**src/rtl/smc_pkg.sv**
```systemverilog
/*
 * Constants shared by the stepper command and fault logic.
 * Assumes a single 25 MHz clock domain.
 */
package smc_pkg;
	localparam int unsigned CLK_HZ         = 25_000_000;
	localparam int unsigned ID_WINDOW_MS   = 1000;
	localparam int unsigned ID_WINDOW_CYC  = CLK_HZ / 1000 * ID_WINDOW_MS;
	localparam int unsigned MS_CYC         = CLK_HZ / 1000;
	localparam int unsigned TPG_STEP_US    = 100;
	localparam int unsigned TPG_STEP_CYC   = CLK_HZ / 1_000_000 * TPG_STEP_US;
	localparam int unsigned HIST_DEPTH     = 10;
	localparam int unsigned NUM_BANDS      = 3;

	localparam logic [9:0]  USTEP_MIN      = 10'h001;
	localparam logic [9:0]  USTEP_MAX      = 10'h200;
	localparam logic [9:0]  USTEP_RST      = 10'h010;
	// peak current in 0.1 A units
	localparam logic [5:0]  PEAK_MIN       = 6'h05;
	localparam logic [5:0]  PEAK_MAX       = 6'h38;
	localparam logic [5:0]  PEAK_RST       = 6'h1E;
	localparam logic [15:0] DAMP_RST       = 16'h0BB8;
	localparam logic [7:0]  BAND1_RST      = 8'h00;
	localparam logic [7:0]  BAND2_RST      = 8'h00;
	localparam logic [7:0]  BAND3_RST      = 8'h80;
	// current in mA, supply in 0.1 V
	localparam logic [15:0] OC_LIMIT_MA    = 16'h3E80;
	localparam logic [11:0] OV_LIMIT_DV    = 12'h38E;
	localparam logic [7:0]  FULL_STEPS_REV = 8'hC8;

	typedef enum logic [1:0] {
		FLT_NONE  = 2'b00,
		FLT_A     = 2'b01,
		FLT_B     = 2'b10,
		FLT_PHASE = 2'b11
	} smc_fault_t;

	typedef enum logic [1:0] {
		ID_IDLE   = 2'b00,
		ID_ARMED  = 2'b01,
		ID_RUN    = 2'b10,
		ID_RELOAD = 2'b11
	} smc_id_state_t;

	typedef enum logic [1:0] {
		TPG_IDLE  = 2'b00,
		TPG_MOVE  = 2'b01,
		TPG_PAUSE = 2'b10
	} smc_tpg_state_t;
endpackage : smc_pkg

```
**src/rtl/smc_edge.sv**
```systemverilog
/*
 * Edge detector for one synchronous level input.
 * Assumes the input is already synchronous to mclk.
 */
`timescale 1ns/100ps
module smc_edge (
	input  wire logic mclk,
	input  wire logic reset_n,
	input  wire logic sig,
	output logic      rise,
	output logic      fall
);
	logic prev_q;
	logic prev_d;
	logic armed_q;
	logic armed_d;

	always_comb begin
		prev_d = sig;
		armed_d = 1'b1;
	end

	always_ff @(posedge mclk or negedge reset_n) begin
		if (!reset_n) begin
			prev_q <= 1'b0;
			armed_q <= 1'b0;
		end else begin
			prev_q <= prev_d;
			armed_q <= armed_d;
		end
	end

	// first edge after reset only learns the level, so a high pin gives no false edge
	assign rise = armed_q & sig & ~prev_q;
	assign fall = armed_q & ~sig & prev_q;
endmodule : smc_edge

```
**src/rtl/smc_stepper_ctrl.sv**
```systemverilog
/*
 * Stepper command decode, configuration hold, auto-identify trigger,
 * test pulse merge and fault supervision.
 * Assumes all inputs synchronous to mclk; measurements come from an ADC stage.
 */
// Summary of operation
// two switch toggles in 1 s start identify
// microstep resolution 1 to 512, scales steps
// peak current 0.5 to 5.6 A held
// pulse-direction or dual-pulse command format
// step counted on selected edge only
// dual-pulse ignores idle terminal level
// direction polarity picks high or low forward
// polarity used only in pulse-direction mode
// damping coefficient defaults to 3000
// anti-resonance off when all corrections zero
// three bands, band two defaults zero
// band three defaults to 128
// cycle option repeats test motion
// reverse option flips test direction
// millisecond pause between test cycles
// stop after repeat count of revolutions
// ten-entry fault history, newest at zero
// clear-current clears active flags only
// clear-all clears flags and history
// over 16 A raises current fault
// above 91 V raises voltage fault
// miswired phase raises wiring fault
// test length converted via microsteps
`timescale 1ns/100ps
module smc_stepper_ctrl #(
	parameter int unsigned ID_WINDOW_CYC = smc_pkg::ID_WINDOW_CYC,
	parameter int unsigned MS_CYC        = smc_pkg::MS_CYC
) (
	input  wire logic        mclk,
	input  wire logic        reset_n,
	input  wire logic        step_pulse_input,
	input  wire logic        dir_ccw_input,
	input  wire logic        auto_identify_switch,
	input  wire logic        ident_done,
	input  wire logic [5:0]  ident_peak_current,
	input  wire logic        factory_load,
	input  wire logic        cfg_load,
	input  wire logic        command_format_select,
	input  wire logic        pulse_edge_select,
	input  wire logic        direction_polarity_setting,
	input  wire logic [9:0]  cfg_microstep,
	input  wire logic [5:0]  cfg_peak_current,
	input  wire logic [15:0] cfg_damping,
	input  wire logic [23:0] cfg_band_amplitude,
	input  wire logic [23:0] cfg_band_phase,
	input  wire logic        tpg_start,
	input  wire logic        tpg_stop,
	input  wire logic        tpg_cycle,
	input  wire logic        tpg_reverse,
	input  wire logic [15:0] tpg_interval_ms,
	input  wire logic [15:0] tpg_repeat,
	input  wire logic [7:0]  tpg_length_rev,
	input  wire logic [15:0] phase_current_ma,
	input  wire logic [11:0] supply_voltage_dv,
	input  wire logic        phase_wiring_detect,
	input  wire logic        clear_current,
	input  wire logic        clear_all,
	output logic             microstep_pulse,
	output logic             motor_dir_fwd,
	output logic [10:0]      elec_angle,
	output logic [9:0]       microstep_res,
	output logic [5:0]       peak_current,
	output logic [15:0]      damping_coefficient,
	output logic [23:0]      band_amplitude,
	output logic [23:0]      band_phase,
	output logic             anti_res_enable,
	output logic             autoid_start,
	output logic             autoid_busy,
	output logic             params_reload,
	output logic             tpg_busy,
	output logic             fault_a_active,
	output logic             fault_b_active,
	output logic             phase_wiring_fault,
	output logic             protection_engage,
	output logic [19:0]      fault_history
);
	// configuration
	logic                                fmt_q, fmt_d;
	logic                                edge_q, edge_d;
	logic                                pol_q, pol_d;
	logic [9:0]                          ustep_q, ustep_d;
	logic [5:0]                          peak_q, peak_d;
	logic [15:0]                         damp_q, damp_d;
	logic [smc_pkg::NUM_BANDS-1:0][7:0] amp_q, amp_d;
	logic [smc_pkg::NUM_BANDS-1:0][7:0] ph_q, ph_d;
	// identify sequencer
	smc_pkg::smc_id_state_t              id_q, id_d;
	logic [24:0]                         win_q, win_d;
	// motion
	logic                                mpulse_q, mpulse_d;
	logic                                mfwd_q, mfwd_d;
	logic [10:0]                         ang_q, ang_d;
	// faults
	logic [2:0]                          act_q, act_d;
	logic [smc_pkg::HIST_DEPTH-1:0][1:0] hist_q, hist_d;

	logic        st_rise, st_fall, cc_rise, cc_fall, sw_rise, sw_fall;
	logic        st_edge, cc_edge, sw_toggle;
	logic        tpg_step, tpg_rev;
	logic        mv_step, mv_fwd;
	logic [2:0]  cond, newf;
	logic [10:0] ang_top;
	smc_pkg::smc_fault_t new_code;

	smc_edge u_step_edge (
		.mclk    (mclk),
		.reset_n (reset_n),
		.sig     (step_pulse_input),
		.rise    (st_rise),
		.fall    (st_fall)
	);
	smc_edge u_ccw_edge (
		.mclk    (mclk),
		.reset_n (reset_n),
		.sig     (dir_ccw_input),
		.rise    (cc_rise),
		.fall    (cc_fall)
	);
	smc_edge u_sw_edge (
		.mclk    (mclk),
		.reset_n (reset_n),
		.sig     (auto_identify_switch),
		.rise    (sw_rise),
		.fall    (sw_fall)
	);

	smc_test_pulser #(
		.MS_CYC (MS_CYC)
	) u_tpg (
		.mclk         (mclk),
		.reset_n      (reset_n),
		.start        (tpg_start),
		.stop         (tpg_stop),
		.cycle_en     (tpg_cycle),
		.reverse      (tpg_reverse),
		.interval_ms  (tpg_interval_ms),
		.repeat_count (tpg_repeat),
		.length_rev   (tpg_length_rev),
		.ustep_res    (ustep_q),
		.step         (tpg_step),
		.dir_rev      (tpg_rev),
		.busy         (tpg_busy)
	);

	// selected active edge
	assign st_edge = edge_q ? st_fall : st_rise;
	assign cc_edge = edge_q ? cc_fall : cc_rise;
	assign sw_toggle = sw_rise | sw_fall;

	// configuration hold; factory load wins over reload and writes
	always_comb begin
		fmt_d = fmt_q;
		edge_d = edge_q;
		pol_d = pol_q;
		ustep_d = ustep_q;
		peak_d = peak_q;
		damp_d = damp_q;
		amp_d = amp_q;
		ph_d = ph_q;
		if (factory_load) begin
			ustep_d = smc_pkg::USTEP_RST;
			peak_d = smc_pkg::PEAK_RST;
			// factory defaults
			damp_d = smc_pkg::DAMP_RST;
			amp_d = {smc_pkg::BAND3_RST, smc_pkg::BAND2_RST, smc_pkg::BAND1_RST};
			ph_d = {smc_pkg::BAND3_RST, smc_pkg::BAND2_RST, smc_pkg::BAND1_RST};
		end else if (id_q == smc_pkg::ID_RELOAD) begin
			// reload identified peak current
			if (ident_peak_current >= smc_pkg::PEAK_MIN && ident_peak_current <= smc_pkg::PEAK_MAX) begin
				peak_d = ident_peak_current;
			end
		end else if (cfg_load) begin
			fmt_d = command_format_select;
			edge_d = pulse_edge_select;
			pol_d = direction_polarity_setting;
			// out-of-range resolution ignored
			if (cfg_microstep >= smc_pkg::USTEP_MIN && cfg_microstep <= smc_pkg::USTEP_MAX) begin
				ustep_d = cfg_microstep;
			end
			// out-of-range current ignored
			if (cfg_peak_current >= smc_pkg::PEAK_MIN && cfg_peak_current <= smc_pkg::PEAK_MAX) begin
				peak_d = cfg_peak_current;
			end
			damp_d = cfg_damping;
			amp_d = cfg_band_amplitude;
			ph_d = cfg_band_phase;
		end
	end

	// identify sequencer; window counter only runs while armed
	always_comb begin
		id_d = id_q;
		win_d = win_q + 25'h0000001;
		unique case (id_q)
			smc_pkg::ID_IDLE: begin
				win_d = 25'h0000000;
				if (sw_toggle) begin
					id_d = smc_pkg::ID_ARMED;
				end
			end
			smc_pkg::ID_ARMED: begin
				// second toggle inside window
				if (sw_toggle) begin
					id_d = smc_pkg::ID_RUN;
				end else if (win_q == 25'(ID_WINDOW_CYC - 1)) begin
					id_d = smc_pkg::ID_IDLE;
				end
			end
			smc_pkg::ID_RUN: begin
				win_d = 25'h0000000;
				if (ident_done) begin
					id_d = smc_pkg::ID_RELOAD;
				end
			end
			smc_pkg::ID_RELOAD: begin
				win_d = 25'h0000000;
				id_d = smc_pkg::ID_IDLE;
			end
		endcase
	end

	assign autoid_start = id_q == smc_pkg::ID_ARMED && sw_toggle;
	assign autoid_busy = id_q == smc_pkg::ID_RUN || id_q == smc_pkg::ID_RELOAD;
	assign params_reload = id_q == smc_pkg::ID_RELOAD;

	// motion source; test generator owns the motor while busy
	always_comb begin
		mv_step = 1'b0;
		mv_fwd = mfwd_q;
		// last generated step lands after busy drops; keep it
		if (tpg_busy || tpg_step) begin
			mv_step = tpg_step;
			// reverse test direction
			mv_fwd = ~tpg_rev;
		end else if (fmt_q) begin
			// dual-pulse, edges only; coincident edges cancel
			mv_step = st_edge ^ cc_edge;
			mv_fwd = st_edge;
		end else begin
			// pulse with direction
			mv_step = st_edge;
			mv_fwd = pol_q ? ~dir_ccw_input : dir_ccw_input;
		end
	end

	// electrical period is four full steps of ustep microsteps
	assign ang_top = 11'({ustep_q, 2'b00} - 12'h001);

	always_comb begin
		mpulse_d = mv_step;
		mfwd_d = mv_step ? mv_fwd : mfwd_q;
		ang_d = ang_q;
		if (ang_q > ang_top) begin
			ang_d = 11'h000;
		end else if (mv_step) begin
			if (mv_fwd) begin
				ang_d = ang_q == ang_top ? 11'h000 : ang_q + 11'h001;
			end else begin
				ang_d = ang_q == 11'h000 ? ang_top : ang_q - 11'h001;
			end
		end
	end

	// fault conditions
	assign cond = {phase_wiring_detect, supply_voltage_dv > smc_pkg::OV_LIMIT_DV,
		phase_current_ma > smc_pkg::OC_LIMIT_MA};
	assign newf = cond & ~act_q;

	always_comb begin
		if (newf[0]) begin
			new_code = smc_pkg::FLT_A;
		end else if (newf[1]) begin
			new_code = smc_pkg::FLT_B;
		end else begin
			new_code = smc_pkg::FLT_PHASE;
		end
	end

	always_comb begin
		act_d = act_q;
		hist_d = hist_q;
		// clear active flags
		if (clear_current || clear_all) begin
			act_d = 3'h0;
		end
		// wipe history
		if (clear_all) begin
			hist_d = '0;
		end
		// setting beats a same-cycle clear
		act_d = act_d | cond;
		// newest at entry zero
		if (|newf) begin
			hist_d = {hist_d[smc_pkg::HIST_DEPTH-2:0], new_code};
		end
	end

	always_ff @(posedge mclk or negedge reset_n) begin
		if (!reset_n) begin
			fmt_q <= 1'b0;
			edge_q <= 1'b0;
			pol_q <= 1'b0;
			ustep_q <= smc_pkg::USTEP_RST;
			peak_q <= smc_pkg::PEAK_RST;
			damp_q <= smc_pkg::DAMP_RST;
			amp_q <= {smc_pkg::BAND3_RST, smc_pkg::BAND2_RST, smc_pkg::BAND1_RST};
			ph_q <= {smc_pkg::BAND3_RST, smc_pkg::BAND2_RST, smc_pkg::BAND1_RST};
			id_q <= smc_pkg::ID_IDLE;
			win_q <= 25'h0000000;
			mpulse_q <= 1'b0;
			mfwd_q <= 1'b1;
			ang_q <= 11'h000;
			act_q <= 3'h0;
			hist_q <= '0;
		end else begin
			fmt_q <= fmt_d;
			edge_q <= edge_d;
			pol_q <= pol_d;
			ustep_q <= ustep_d;
			peak_q <= peak_d;
			damp_q <= damp_d;
			amp_q <= amp_d;
			ph_q <= ph_d;
			id_q <= id_d;
			win_q <= win_d;
			mpulse_q <= mpulse_d;
			mfwd_q <= mfwd_d;
			ang_q <= ang_d;
			act_q <= act_d;
			hist_q <= hist_d;
		end
	end

	assign microstep_pulse = mpulse_q;
	assign motor_dir_fwd = mfwd_q;
	assign elec_angle = ang_q;
	assign microstep_res = ustep_q;
	assign peak_current = peak_q;
	assign damping_coefficient = damp_q;
	assign band_amplitude = amp_q;
	assign band_phase = ph_q;
	// enable when any correction nonzero
	assign anti_res_enable = |{amp_q, ph_q};
	assign fault_a_active = act_q[0];
	assign fault_b_active = act_q[1];
	assign phase_wiring_fault = act_q[2];
	assign protection_engage = |act_q;
	assign fault_history = hist_q;

	a_ustep_range: assert property (@(posedge mclk) disable iff (!reset_n)
		cfg_load && !factory_load && id_q != smc_pkg::ID_RELOAD && cfg_microstep == 10'h000
		|=> ustep_q == $past(ustep_q))
		else $error("zero resolution accepted");
	a_peak_range: assert property (@(posedge mclk) disable iff (!reset_n)
		peak_q >= smc_pkg::PEAK_MIN && peak_q <= smc_pkg::PEAK_MAX)
		else $error("peak current out of range");
	a_factory_vals: assert property (@(posedge mclk) disable iff (!reset_n)
		factory_load |=> damp_q == 16'h0BB8 && amp_q[1] == 8'h00 && ph_q[2] == 8'h80)
		else $error("factory defaults wrong");
	a_antires_off: assert property (@(posedge mclk) disable iff (!reset_n)
		cfg_load && !factory_load && id_q != smc_pkg::ID_RELOAD
		&& cfg_band_amplitude == 24'h000000 && cfg_band_phase == 24'h000000 |=> !anti_res_enable)
		else $error("anti-resonance not disabled");
	a_edge_step: assert property (@(posedge mclk) disable iff (!reset_n)
		!tpg_busy && !tpg_step && !fmt_q && !edge_q && $rose(step_pulse_input) |=> microstep_pulse)
		else $error("rising edge not stepped");
	a_dir_pol: assert property (@(posedge mclk) disable iff (!reset_n)
		!tpg_busy && !tpg_step && !fmt_q && st_edge |=> motor_dir_fwd == (pol_q ^ $past(dir_ccw_input)))
		else $error("direction polarity wrong");
	a_id_window: assert property (@(posedge mclk) disable iff (!reset_n)
		autoid_start |=> id_q == smc_pkg::ID_RUN)
		else $error("identify not started");
	a_oc_fault: assert property (@(posedge mclk) disable iff (!reset_n)
		phase_current_ma > 16'h3E80 |=> fault_a_active && protection_engage)
		else $error("over-current missed");
	a_ov_fault: assert property (@(posedge mclk) disable iff (!reset_n)
		supply_voltage_dv > 12'h38E |=> fault_b_active)
		else $error("over-voltage missed");
	a_hist_shift: assert property (@(posedge mclk) disable iff (!reset_n)
		|newf && !clear_all |=> fault_history[3:2] == $past(fault_history[1:0]))
		else $error("history did not shift");
	a_clear_cur: assert property (@(posedge mclk) disable iff (!reset_n)
		clear_current && !clear_all && cond == 3'h0 |=> act_q == 3'h0 && $stable(hist_q))
		else $error("clear-current wrong");
	a_clear_all: assert property (@(posedge mclk) disable iff (!reset_n)
		clear_all && cond == 3'h0 |=> hist_q == '0 && act_q == 3'h0)
		else $error("clear-all wrong");
	c_autoid: cover property (@(posedge mclk) disable iff (!reset_n) autoid_start);
	c_dual_ccw: cover property (@(posedge mclk) disable iff (!reset_n) fmt_q && cc_edge && !st_edge);
	c_hist_full: cover property (@(posedge mclk) disable iff (!reset_n) hist_q[9] != 2'b00);
endmodule : smc_stepper_ctrl

```
**src/rtl/smc_test_pulser.sv**
```systemverilog
/*
 * Internal test pulse generator: moves a set number of revolutions,
 * pauses, and repeats. Assumes settings stay stable while busy.
 */
`timescale 1ns/100ps
module smc_test_pulser #(
	parameter int unsigned MS_CYC = smc_pkg::MS_CYC
) (
	input  wire logic        mclk,
	input  wire logic        reset_n,
	input  wire logic        start,
	input  wire logic        stop,
	input  wire logic        cycle_en,
	input  wire logic        reverse,
	input  wire logic [15:0] interval_ms,
	input  wire logic [15:0] repeat_count,
	input  wire logic [7:0]  length_rev,
	input  wire logic [9:0]  ustep_res,
	output logic             step,
	output logic             dir_rev,
	output logic             busy
);
	smc_pkg::smc_tpg_state_t st_q, st_d;
	logic [25:0] target;
	logic [25:0] step_cnt_q, step_cnt_d;
	logic [11:0] div_q, div_d;
	logic [15:0] ms_cnt_q, ms_cnt_d;
	logic [15:0] ms_left_q, ms_left_d;
	logic [15:0] done_q, done_d;
	logic        step_q, step_d;

	// revolutions to microsteps
	assign target = 26'(length_rev) * 26'(ustep_res) * 26'(smc_pkg::FULL_STEPS_REV);

	always_comb begin
		st_d = st_q;
		step_cnt_d = step_cnt_q;
		div_d = div_q;
		ms_cnt_d = ms_cnt_q;
		ms_left_d = ms_left_q;
		done_d = done_q;
		step_d = 1'b0;
		unique case (st_q)
			smc_pkg::TPG_IDLE: begin
				if (start && target != 26'h0000000) begin
					st_d = smc_pkg::TPG_MOVE;
					step_cnt_d = 26'h0000000;
					div_d = 12'h000;
					done_d = 16'h0000;
				end
			end
			smc_pkg::TPG_MOVE: begin
				div_d = div_q + 12'h001;
				if (div_q == 12'(smc_pkg::TPG_STEP_CYC - 1)) begin
					div_d = 12'h000;
					step_d = 1'b1;
					step_cnt_d = step_cnt_q + 26'h0000001;
					if (step_cnt_q == target - 26'h0000001) begin
						step_cnt_d = 26'h0000000;
						done_d = done_q + 16'h0001;
						// repeat or stop
						if (!cycle_en || done_q + 16'h0001 >= repeat_count) begin
							st_d = smc_pkg::TPG_IDLE;
						end else begin
							// pause between cycles
							st_d = smc_pkg::TPG_PAUSE;
							ms_left_d = interval_ms;
							ms_cnt_d = 16'h0000;
						end
					end
				end
			end
			smc_pkg::TPG_PAUSE: begin
				ms_cnt_d = ms_cnt_q + 16'h0001;
				if (ms_left_q == 16'h0000) begin
					st_d = smc_pkg::TPG_MOVE;
				end else if (ms_cnt_q == 16'(MS_CYC - 1)) begin
					ms_cnt_d = 16'h0000;
					ms_left_d = ms_left_q - 16'h0001;
				end
			end
			default: begin
				st_d = smc_pkg::TPG_IDLE;
			end
		endcase
		if (stop) begin
			st_d = smc_pkg::TPG_IDLE;
		end
	end

	always_ff @(posedge mclk or negedge reset_n) begin
		if (!reset_n) begin
			st_q <= smc_pkg::TPG_IDLE;
			step_cnt_q <= 26'h0000000;
			div_q <= 12'h000;
			ms_cnt_q <= 16'h0000;
			ms_left_q <= 16'h0000;
			done_q <= 16'h0000;
			step_q <= 1'b0;
		end else begin
			st_q <= st_d;
			step_cnt_q <= step_cnt_d;
			div_q <= div_d;
			ms_cnt_q <= ms_cnt_d;
			ms_left_q <= ms_left_d;
			done_q <= done_d;
			step_q <= step_d;
		end
	end

	assign step = step_q;
	// reverse option
	assign dir_rev = reverse;
	assign busy = st_q != smc_pkg::TPG_IDLE;

	a_pause_len: assert property (@(posedge mclk) disable iff (!reset_n)
		st_q == smc_pkg::TPG_PAUSE && ms_left_q != 16'h0000 && !stop |=> st_q == smc_pkg::TPG_PAUSE)
		else $error("pause ended early");
	a_stop_idle: assert property (@(posedge mclk) disable iff (!reset_n)
		stop |=> !busy)
		else $error("generator ignored stop");
	c_tpg_pause: cover property (@(posedge mclk) disable iff (!reset_n)
		st_q == smc_pkg::TPG_PAUSE ##1 st_q == smc_pkg::TPG_MOVE);
endmodule : smc_test_pulser
```
**config.mk**
```make
export PLATFORM = sky130hd
export DESIGN_NAME = smc_stepper_ctrl
export DESIGN_NICKNAME = d
export VERILOG_FILES = /design/src/rtl/smc_pkg.sv /design/src/rtl/smc_edge.sv /design/src/rtl/smc_stepper_ctrl.sv /design/src/rtl/smc_test_pulser.sv
export SDC_FILE = /design/constraint.sdc
export NUM_CORES = 1
export LEC_CHECK = 0
export BUFFER_PORTS_ARGS = -buffer_cell sky130_fd_sc_hd__buf_2
export CAP_MARGIN = 20
export CORE_MARGIN = 3
export CORE_UTILIZATION = 55
export DETAILED_ROUTE_END_ITERATION = 8
export PLACE_DENSITY_LB_ADDON = 0.15
export SETUP_SLACK_MARGIN = 0.5
export SYNTH_ARGS = -nofsm -noshare
export SYNTH_HDL_FRONTEND = slang
export SYNTH_SLANG_ARGS = --single-unit
```
**constraint.sdc**
```tcl
create_clock -name mclk -period 13.6 [get_ports mclk]
set_input_delay 3.4 -clock mclk [delete_from_list [all_inputs] [get_ports mclk]]
set_output_delay 3.4 -clock mclk [all_outputs]
set_load 0.05 [all_outputs]
```
==> results of run 1 <==
==> state kept, by name (all words and copies together) (netlist names), 2 cells and up, named ones only <==
signal,count
act_q,3
band_amplitude,24
band_phase,24
damping_coefficient,16
elec_angle,11
fault_history,20
microstep_res,10
peak_current,6
u_tpg.div_q,12
u_tpg.done_q,16
u_tpg.ms_cnt_q,16
u_tpg.ms_left_q,16
u_tpg.st_q,2
u_tpg.step_cnt_q,26
win_q,25
==> synthesized netlist by cell type (all sizes together) (6+ instances only) <==
| master | n |
|---|---|
| a211oi | 19 |
| a21boi | 7 |
| a21o | 22 |
| a21oi | 61 |
| a22o | 58 |
| a2bb2oi | 10 |
| a31oi | 12 |
| and2 | 49 |
| and3 | 48 |
| buf | 19 |
| clkbuf | 78 |
| dfrtp | 224 |
| dfstp | 15 |
| fa | 61 |
| ha | 134 |
| inv | 159 |
| mux2i | 38 |
| nand2 | 175 |
| nand2b | 20 |
| nand3 | 58 |
| nand4 | 37 |
| nor2 | 158 |
| nor2b | 9 |
| nor3 | 50 |
| nor3b | 8 |
| nor4 | 43 |
| o2111ai | 6 |
| o211ai | 14 |
| o21a | 8 |
| o21ai | 107 |
| o21bai | 9 |
| o22a | 9 |
| o31ai | 22 |
| or3 | 17 |
| or4 | 7 |
| xnor2 | 70 |
| xor2 | 55 |
==> final timing paths <==
kind | start | end | slack (ns) | depth (start not counted)
setup / recovery | tpg_length_rev[7] | u_tpg.done_q[0]$_DFFE_PN0P_ | 1.16 | 31
hold / removal | peak_current[5]$_DFFE_PN0P_ | peak_current[5]$_DFFE_PN0P_ | 0.48 | 2
setup reg to reg | microstep_res[0]$_DFFE_PN0P_ | u_tpg.done_q[0]$_DFFE_PN0P_ | 3.35 | 30
hold reg to reg | peak_current[5]$_DFFE_PN0P_ | peak_current[5]$_DFFE_PN0P_ | 0.48 | 2
max in group asynchronous | reset_n | elec_angle[6]$_DFFE_PN0P_ | 8.49 | 3
min in group asynchronous | reset_n | band_phase[8]$_DFFE_PN0P_ | 2.87 | 1
==> worst max-delay path: cells and delay by family <==
kind / cells / cell delay [ns]
compound gates: 12 / 2.96
xor+xnor: 1 / 0.23
fa+ha+maj: 9 / 3.74
buf+inv: 3 / 0.46
mux: 1 / 0.33
simple gates: 5 / 1.70
==> per-stage QoR <==
stage	hold WS, ns	std cells	cell area (um2)	utilization [%]	setup slack [ns]
final	0.478	2692	20900	65.2	1.16
after global routing	0.508	2692	20900	65.2	0.513
after CTS	0.483	2690	20800	65.2	1.28
after detailed placement	0.469	2638	19900	62.2	0.780
after global placement	0.460	2637	19900	62.2	1.05
after floorplan	0.452	1989	18100	-	1.94
==> cell type report <==
class / instances / area, um2
Timing Repair Buffer: 312 / 1650
Inverter: 159 / 597
Fill cell: 2671 / 11100
Multi-Input combinational cell: 1494 / 11100
Sequential cell: 239 / 6000
Clock buffer: 36 / 781
Tap cell: 435 / 544
Clock inverter: 16 / 158
Antenna cell: 1 / 2.50
==> per-layer routing <==
layer  GRT usage (%)  share of wire, %  vias up
li1                -                 -     7521
met1            34.0                42     7602
met2            45.9                49      439
met3            4.31               5.6       79
met4            7.73               2.8        4
met5               0             0.059        -
==> cell families (layout without fill, tap and decap cells) <==
| kind of cell | after synthesis | count (layout) | share of synthesized area, % |
|---|---|---|---|
| AO/OA/AOI/OAI | 421 | 421 | 16.4 |
| XOR/XNOR | 131 | 131 | 6.86 |
| adder cells (fa/ha/maj) | 195 | 195 | 16.0 |
| buffers and inverters | 256 | 523 | 5.54 |
| flip-flops | 239 | 239 | 33.2 |
| multiplexers | 40 | 40 | 2.23 |
| other | 1 | 2 | 0.0207 |
| AND/OR/NAND/NOR | 706 | 706 | 19.8 |
==> metrics.txt, run 1 <==
Routed WL approximately 48000 um; CP Launch Type input pin; clock buffer depth 3; Final Hold Fails 0; Initial Util a little under three fifths; fin crit period ~12 ns; outcome completed; top cells by area, synth dfrtp_1 (31%), ha_1 (9.3%), fa_1 (6.7%); Skew-Pair Late Insertion Delay around 0.55 ns; most frequent cells in the layout buf_2 (293), dfrtp_1 (224), nand2_1 (175); GPL Wtd Cong 0.940; CP endpoint kind register; crit-path most repeated cell ha_1; CTS Buf Count 28; Max Slew Vio Count 0; Critical Path RT 14.00 ns; Post-Syn Instances a little under 2k; Clock transition at path regs around 0.060 ns; Setup TNS 0 ns; Sink Count between 200 and 250; worst min-delay path category reg -> reg; area leader, netlist dfrtp_1; post-synthesis register bit count between 200 and 250; Post-synth EDFFs 0; top_reg_cell synth dfrtp_1; vias in the first global route around 16k; vias per cell between 5 and 6; first-pass GRT wire length slightly below 80000 um; normalized max-slew margin 29.6%; Core Footprint roughly 0.032 mm2; Area Growth Syn to Fin 15.2%; initial antenna violation count 3; synth warn 0; Die ar. 0.0351 mm2; unrepaired setup endpoints after global routing no; Synth top area share 31.0%; DRC viols 0; Post-Syn Nets between 2k and 2.5k; drt pass-1 iters 6; slew at the pin closest to its max-slew limit approximately 1.0 ns; routed len/inst between 15 and 20 um; fmax about 80 MHz; CTS Root Cell clkbuf_16; Detailed Place HPWL between 30000 and 40000 um; share of cells above drive strength 1 between 10% and 20%; global route overflow 0; Nets ~2.6k; std cell rows 65; syn avg cell area 9.10 um2; CTS tree done; sequential fraction of the synthesis area between 30% and 40%; total of max-cap violations 0; initial drt markers 841; setup bufs post-CTS 0; io pins about 290; Die Ht about 190 um; Die X 187 um; GRT Total Usage between 20% and 30%; post_cts resized 0; port bufs 293; Critical Path AT about 13 ns; CP max stage delay approximately 0.57 ns; async set or reset register ratio after synthesis between 90% and 100%; Max FO, Critical Path 29; # H-tree levels 1; Detail Route Antenna Nets 0; Worst Skew between 0.02 and 0.03 ns; Worst path slowest cell nor4b_1; Syn Std Cell Area between 0.015 and 0.02 mm2; CTS Hold Bufs 0; fin crit share 91.5%; final setup vio count 0; largest net degree at the start of global routing 107; most common cell after layout, fill and taps aside buf_2; Crit Path Class in -> reg; Yosys cell types between 90 and 100; routed vias 15.6k
Power of run 1 is not shown: default switching activity piles up to over one toggle a cycle in this logic, so the estimate is an artifact.
==> run 2, diff against run 1 <==
--- a/config.mk
+++ b/config.mk
@@ -7,6 +7,7 @@
 export LEC_CHECK = 0
 export BUFFER_PORTS_ARGS = -buffer_cell sky130_fd_sc_hd__buf_2
 export CAP_MARGIN = 20
+export CORE_ASPECT_RATIO = 2
 export CORE_MARGIN = 3
 export CORE_UTILIZATION = 55
 export DETAILED_ROUTE_END_ITERATION = 8
==> run 2 against run 1 <==
  * Die area is 0.38% higher
  * Register-to-register slack improved by 0.13 ns
  * Sequential cell count did not move
  * Fmax up 0.48%
  * Clock skew shrank 0.016 ns
  * First-iteration DRC count is 7.5% higher
  * Via count grew 1.5%
==> metrics.txt, run 2 (synthesized netlist as in run 1, its figures left out) <==
Critical Path AT approximately 13 ns; Sink Count 239; Fill cells between 2k and 3k; port bufs roughly 290; routed vias between 15k and 20k; CTS Buf Count 22; crit-path most repeated cell ha_1; most common cell after layout, fill and taps aside buf_2; Largest regs u_tpg.step_cnt_q x26, win_q x25; Nets about 2.6k; setup bufs post-CTS 0; std cell rows just over 90; busiest metal layer after global routing met2; fmax between 80 and 90 MHz; Worst Skew 0.0131 ns; largest net degree at the start of global routing ~160; initial drt markers between 900 and 1k; Core Footprint around 0.032 mm2; normalized max-slew margin 34.0%; drt pass-1 iters 5; Max Slew Vio Count 0; vias in the first global route ~17k; Die X 134 um; CP Launch Type input pin; Register Area between 0.005 and 0.006 mm2; Die Ht approximately 260 um; GRT met2 Usage roughly 56%; Skew-Pair Late Insertion Delay ~0.52 ns; GPL Wtd Cong around 0.96; Crit Path Class in -> reg; vias per cell between 5 and 6; Area Growth Syn to Fin 14.3%; max reg flops 26; grt met1 use a little under a third; Final Hold Fails 0; routed len/inst roughly 20 um; CTS Root Cell clkbuf_16; Detail Route Antenna Nets 0; Max FO, Critical Path 17; Worst path slowest cell a31oi_2; placed instance area between 0.015 and 0.02 mm2; post_cts resized 0; initial antenna violation count 2; clock buffer depth 3; Detailed Place HPWL between 40000 and 50000 um; crit path buf inv count 5; Initial Util 55.9%; first-pass GRT wire length between 80000 and 90000 um; CP max stage delay between 0.6 and 0.7 ns; area of the multi-input gates ~0.011 mm2; global route overflow 0; share of cells above drive strength 1 approximately 18%; CP endpoint kind register; grt met3 use about 3.8%; GRT Total Usage 30.1%; CTS Hold Bufs 0; fin crit share 91.0%; Setup TNS 0 ns; Die ar. around 0.035 mm2; most frequent cells in the layout buf_2 (293), dfrtp_1 (224), nand2_1 (175); outcome completed; total of max-cap violations 0; final setup vio count 0; Top reg by flops u_tpg.step_cnt_q; fin crit period 12.38 ns; Routed WL around 54000 um; unrepaired setup endpoints after global routing no; worst min-delay path category reg -> reg; DRC viols 0; Clock transition at path regs about 0.070 ns; slew at the pin closest to its max-slew limit between 0.9 and 1 ns; family with the most delay on the worst path compound AO/OA/AOI/OAI gates; # H-tree levels 1; Critical Path RT between 10 and 15 ns; CTS tree done; Final Instance Area about 0.021 mm2; io pins around 290; reg2reg setup slack 3.48 ns
run 2: routing by layer:
layer | vias to the layer above | wire [um]
li1 | 7519 | -
met1 | 7661 | 18800
met2 | 543 | 28900
met3 | 162 | 2510
met4 | 2 | 3860
met5 | - | 9
run 2: worst paths after layout:
check	from	to	cells after the start
setup / recovery	tpg_length_rev[4]	u_tpg.ms_left_q[0]$_DFFE_PN0P_	35
hold / removal	peak_current[2]$_DFFE_PN1P_	peak_current[2]$_DFFE_PN1P_	2
setup reg to reg	microstep_res[0]$_DFFE_PN0P_	u_tpg.ms_left_q[0]$_DFFE_PN0P_	32
hold reg to reg	peak_current[2]$_DFFE_PN1P_	peak_current[2]$_DFFE_PN1P_	2
max in group asynchronous	reset_n	u_tpg.div_q[5]$_DFFE_PN0P_	2
min in group asynchronous	reset_n	async pin	1
run 2: through the flow:
step,cells,utilization [%],hold WS [ns],setup WS (ns)
floorplan,1989,-,0.452,1.94
global placement,2632,61.5,0.464,0.953
detailed placement,2632,61.5,0.472,0.760
CTS,2672,63.9,0.487,1.31
global route,2674,63.9,0.504,0.661
finish,2674,63.9,0.482,1.22
run 2: worst min-delay path: cells and delay by family, from the launching register on:
family | cells | cell delay [ns]
simple gates | 1 | 0.04
flops | 1 | 0.37
compound gates | 1 | 0.06
run 2: final cells by class:
class	instances	area share (%)
Multi-Input combinational cell	1494	53.8
Sequential cell	239	29.0
Timing Repair Buffer	314	7.95
Clock buffer	29	3.09
Inverter	159	2.89
Tap cell	427	2.58
Clock inverter	11	0.678
Antenna cell	1	0.0121
Power of run 2 is left out for the same reason.
==> run 3, diff against run 2 <==
--- a/config.mk
+++ b/config.mk
@@ -9,7 +9,7 @@
 export CAP_MARGIN = 20
 export CORE_ASPECT_RATIO = 2
 export CORE_MARGIN = 3
-export CORE_UTILIZATION = 55
+export CORE_UTILIZATION = 53
 export DETAILED_ROUTE_END_ITERATION = 8
 export PLACE_DENSITY_LB_ADDON = 0.15
 export SETUP_SLACK_MARGIN = 0.5
==> constraint.sdc (replaced) <==
create_clock -name mclk -period 11.15 [get_ports mclk]
set_input_delay 2.7875 -clock mclk [delete_from_list [all_inputs] [get_ports mclk]]
set_output_delay 2.7875 -clock mclk [all_outputs]
set_load 0.05 [all_outputs]
==> run 3 against run 2 <==
  * Global-route usage down 2.1 points
  * Highest routed layer is now met4
  * Critical path type unchanged
  * Critical endpoint is now u_tpg.st_q[1]$_DFFE_PN0P_
  * Largest cell class unchanged
  * Critical path depth down 1
  * Sequential cell count unchanged
  * Clock skew up 0.00084 ns
  * Utilization up 0.84 points
  * Cell area up 5.4%
  * Final cell count up 3.0%
  * First-iteration DRC count down 14%
==> metrics.txt, run 3 (synthesized netlist as in run 1, its figures left out) <==
Clock transition at path regs 0.07 ns; Top reg by flops u_tpg.step_cnt_q; routed len/inst ~19 um; Die X ~140 um; unrepaired setup endpoints after global routing no; worst r2r dst u_tpg.st_q[1]$_DFFE_PN0P_; io pins 294; global route overflow 0; GPL Wtd Cong a little over 0.9; Nets 2666; CP max stage delay a little over 0.6 ns; Final Instance Area roughly 0.022 mm2; largest net degree at the start of global routing 112; Register Area ~0.0060 mm2; routed vias 16.2k; fmax roughly 95 MHz; Detail Route Antenna Nets 0; CP Launch Type input pin; Worst Skew about 0.014 ns; Worst Setup EP u_tpg.st_q[1]$_DFFE_PN0P_; setup ws final between 0.6 and 0.7 ns; max reg flops 26; drt pass-1 iters 6; area of the multi-input gates 0.0117 mm2; Die Ht roughly 270 um; vias in the first global route between 15k and 20k; Initial Util between 50% and 60%; Setup WS pre-CTS -0.235 ns; Fill cells around 2.8k; # H-tree levels 1; initial drt markers just under 800; Largest regs u_tpg.step_cnt_q x26, win_q x25; Final Util 64.8%; worst min-delay path category reg -> reg; Core Footprint 0.0336 mm2; total of max-cap violations 0; Detailed Place HPWL 40700 um; initial antenna violation count 2; Reg2Reg Launch Point microstep_res[0]$_DFFE_PN0P_; Critical Path RT 11.60 ns; most frequent cells in the layout buf_2 (290), dfrtp_1 (224), nand2_1 (175); placed instance area between 0.02 and 0.025 mm2; Skew-Pair Late Insertion Delay approximately 0.53 ns; std cell rows 95; hold_ws between 0.4 and 0.5 ns; first-pass GRT wire length approximately 80000 um; Max Slew Vio Count 0; Worst path slowest cell fa_1; Routed WL roughly 53000 um; clock buffer depth 3; share of cells above drive strength 1 a little under a quarter; vias per cell just under 6; min-delay src peak_current[0]$_DFFE_PN0P_; Sink Count roughly 240; final setup vio count 0; GRT Total Usage 27.9%; CP startpoint tpg_length_rev[5]; CTS Hold Bufs 0; normalized max-slew margin approximately 28%; Final Hold Fails 0; fin crit period 10.48 ns; Die ar. between 0.03 and 0.04 mm2; Critical Path AT about 11 ns; Crit Path Class in -> reg; CTS Buf Count 22; Reg2Reg Depth 34; Max FO, Critical Path 7; CP endpoint kind register; reg2reg setup slack 2.31 ns; CTS Root Cell clkbuf_16; fin crit share a little over nine tenths; Area Growth Syn to Fin 20.4%; outcome completed; CTS tree done; slew at the pin closest to its max-slew limit about 1.1 ns; DRC viols 0; most common cell after layout, fill and taps aside buf_2; port bufs around 290
-- run 3: stage by stage --
stage / setup TNS, ns / std cells
after floorplan: 0 / 1989
after CTS: 0 / 2737
after detailed placement: -3.83 / 2693
final: 0 / 2754
after global routing: 0 / 2751
after global placement: -0.299 / 2691
-- run 3: how the worst min path moves through the flow --
stage	cells after the start	end	slack (ns)
2_1_floorplan	1	u_tpg.ms_left_q[0]$_DFFE_PN0P_	0.45
3_3_place_gp	2	peak_current[0]$_DFFE_PN0P_	0.46
3_5_place_dp	2	peak_current[0]$_DFFE_PN0P_	0.46
4_1_cts	2	peak_current[0]$_DFFE_PN0P_	0.48
5_1_grt	2	peak_current[1]$_DFFE_PN1P_	0.50
6_report	2	peak_current[0]$_DFFE_PN0P_	0.48
-- run 3: area by class of cell --
type,count,area share (%)
sequential,239,27.5
inverter,159,2.74
timing repair buffer,383,10.0
clock inverter,13,0.729
antenna,3,0.0345
multi-input combinational,1494,53.6
tap,436,2.50
clock buffer,27,2.80
-- run 3: metal layers --
metal | part of all wire (%) | vias to the layer above | global-route usage [%]
li1 | - | 7655 | -
met3 | 4.4 | 128 | 3.68
met2 | 56 | 509 | 54.6
met1 | 35 | 7922 | 28.4
met4 | 4.8 | 0 | 12.9
met5 | 0 | - | 0
-- run 3: worst max-delay path, delay by kind of cell --
kind	cells	cell delay [ns]
AND/OR/NAND/NOR	4	0.88
XOR/XNOR	2	0.53
AO/OA/AOI/OAI	15	2.88
buffers and inverters	4	0.44
adder cells (fa/ha/maj)	9	3.39
-- run 3: what timing repair did --
action,in CTS,in global routing
gates resized for setup,6,84
pin swaps,3,38
cloned,0,1
setup endpoints to repair,32,83
setup buffers,4,12
Power of run 3 is left out for the same reason.
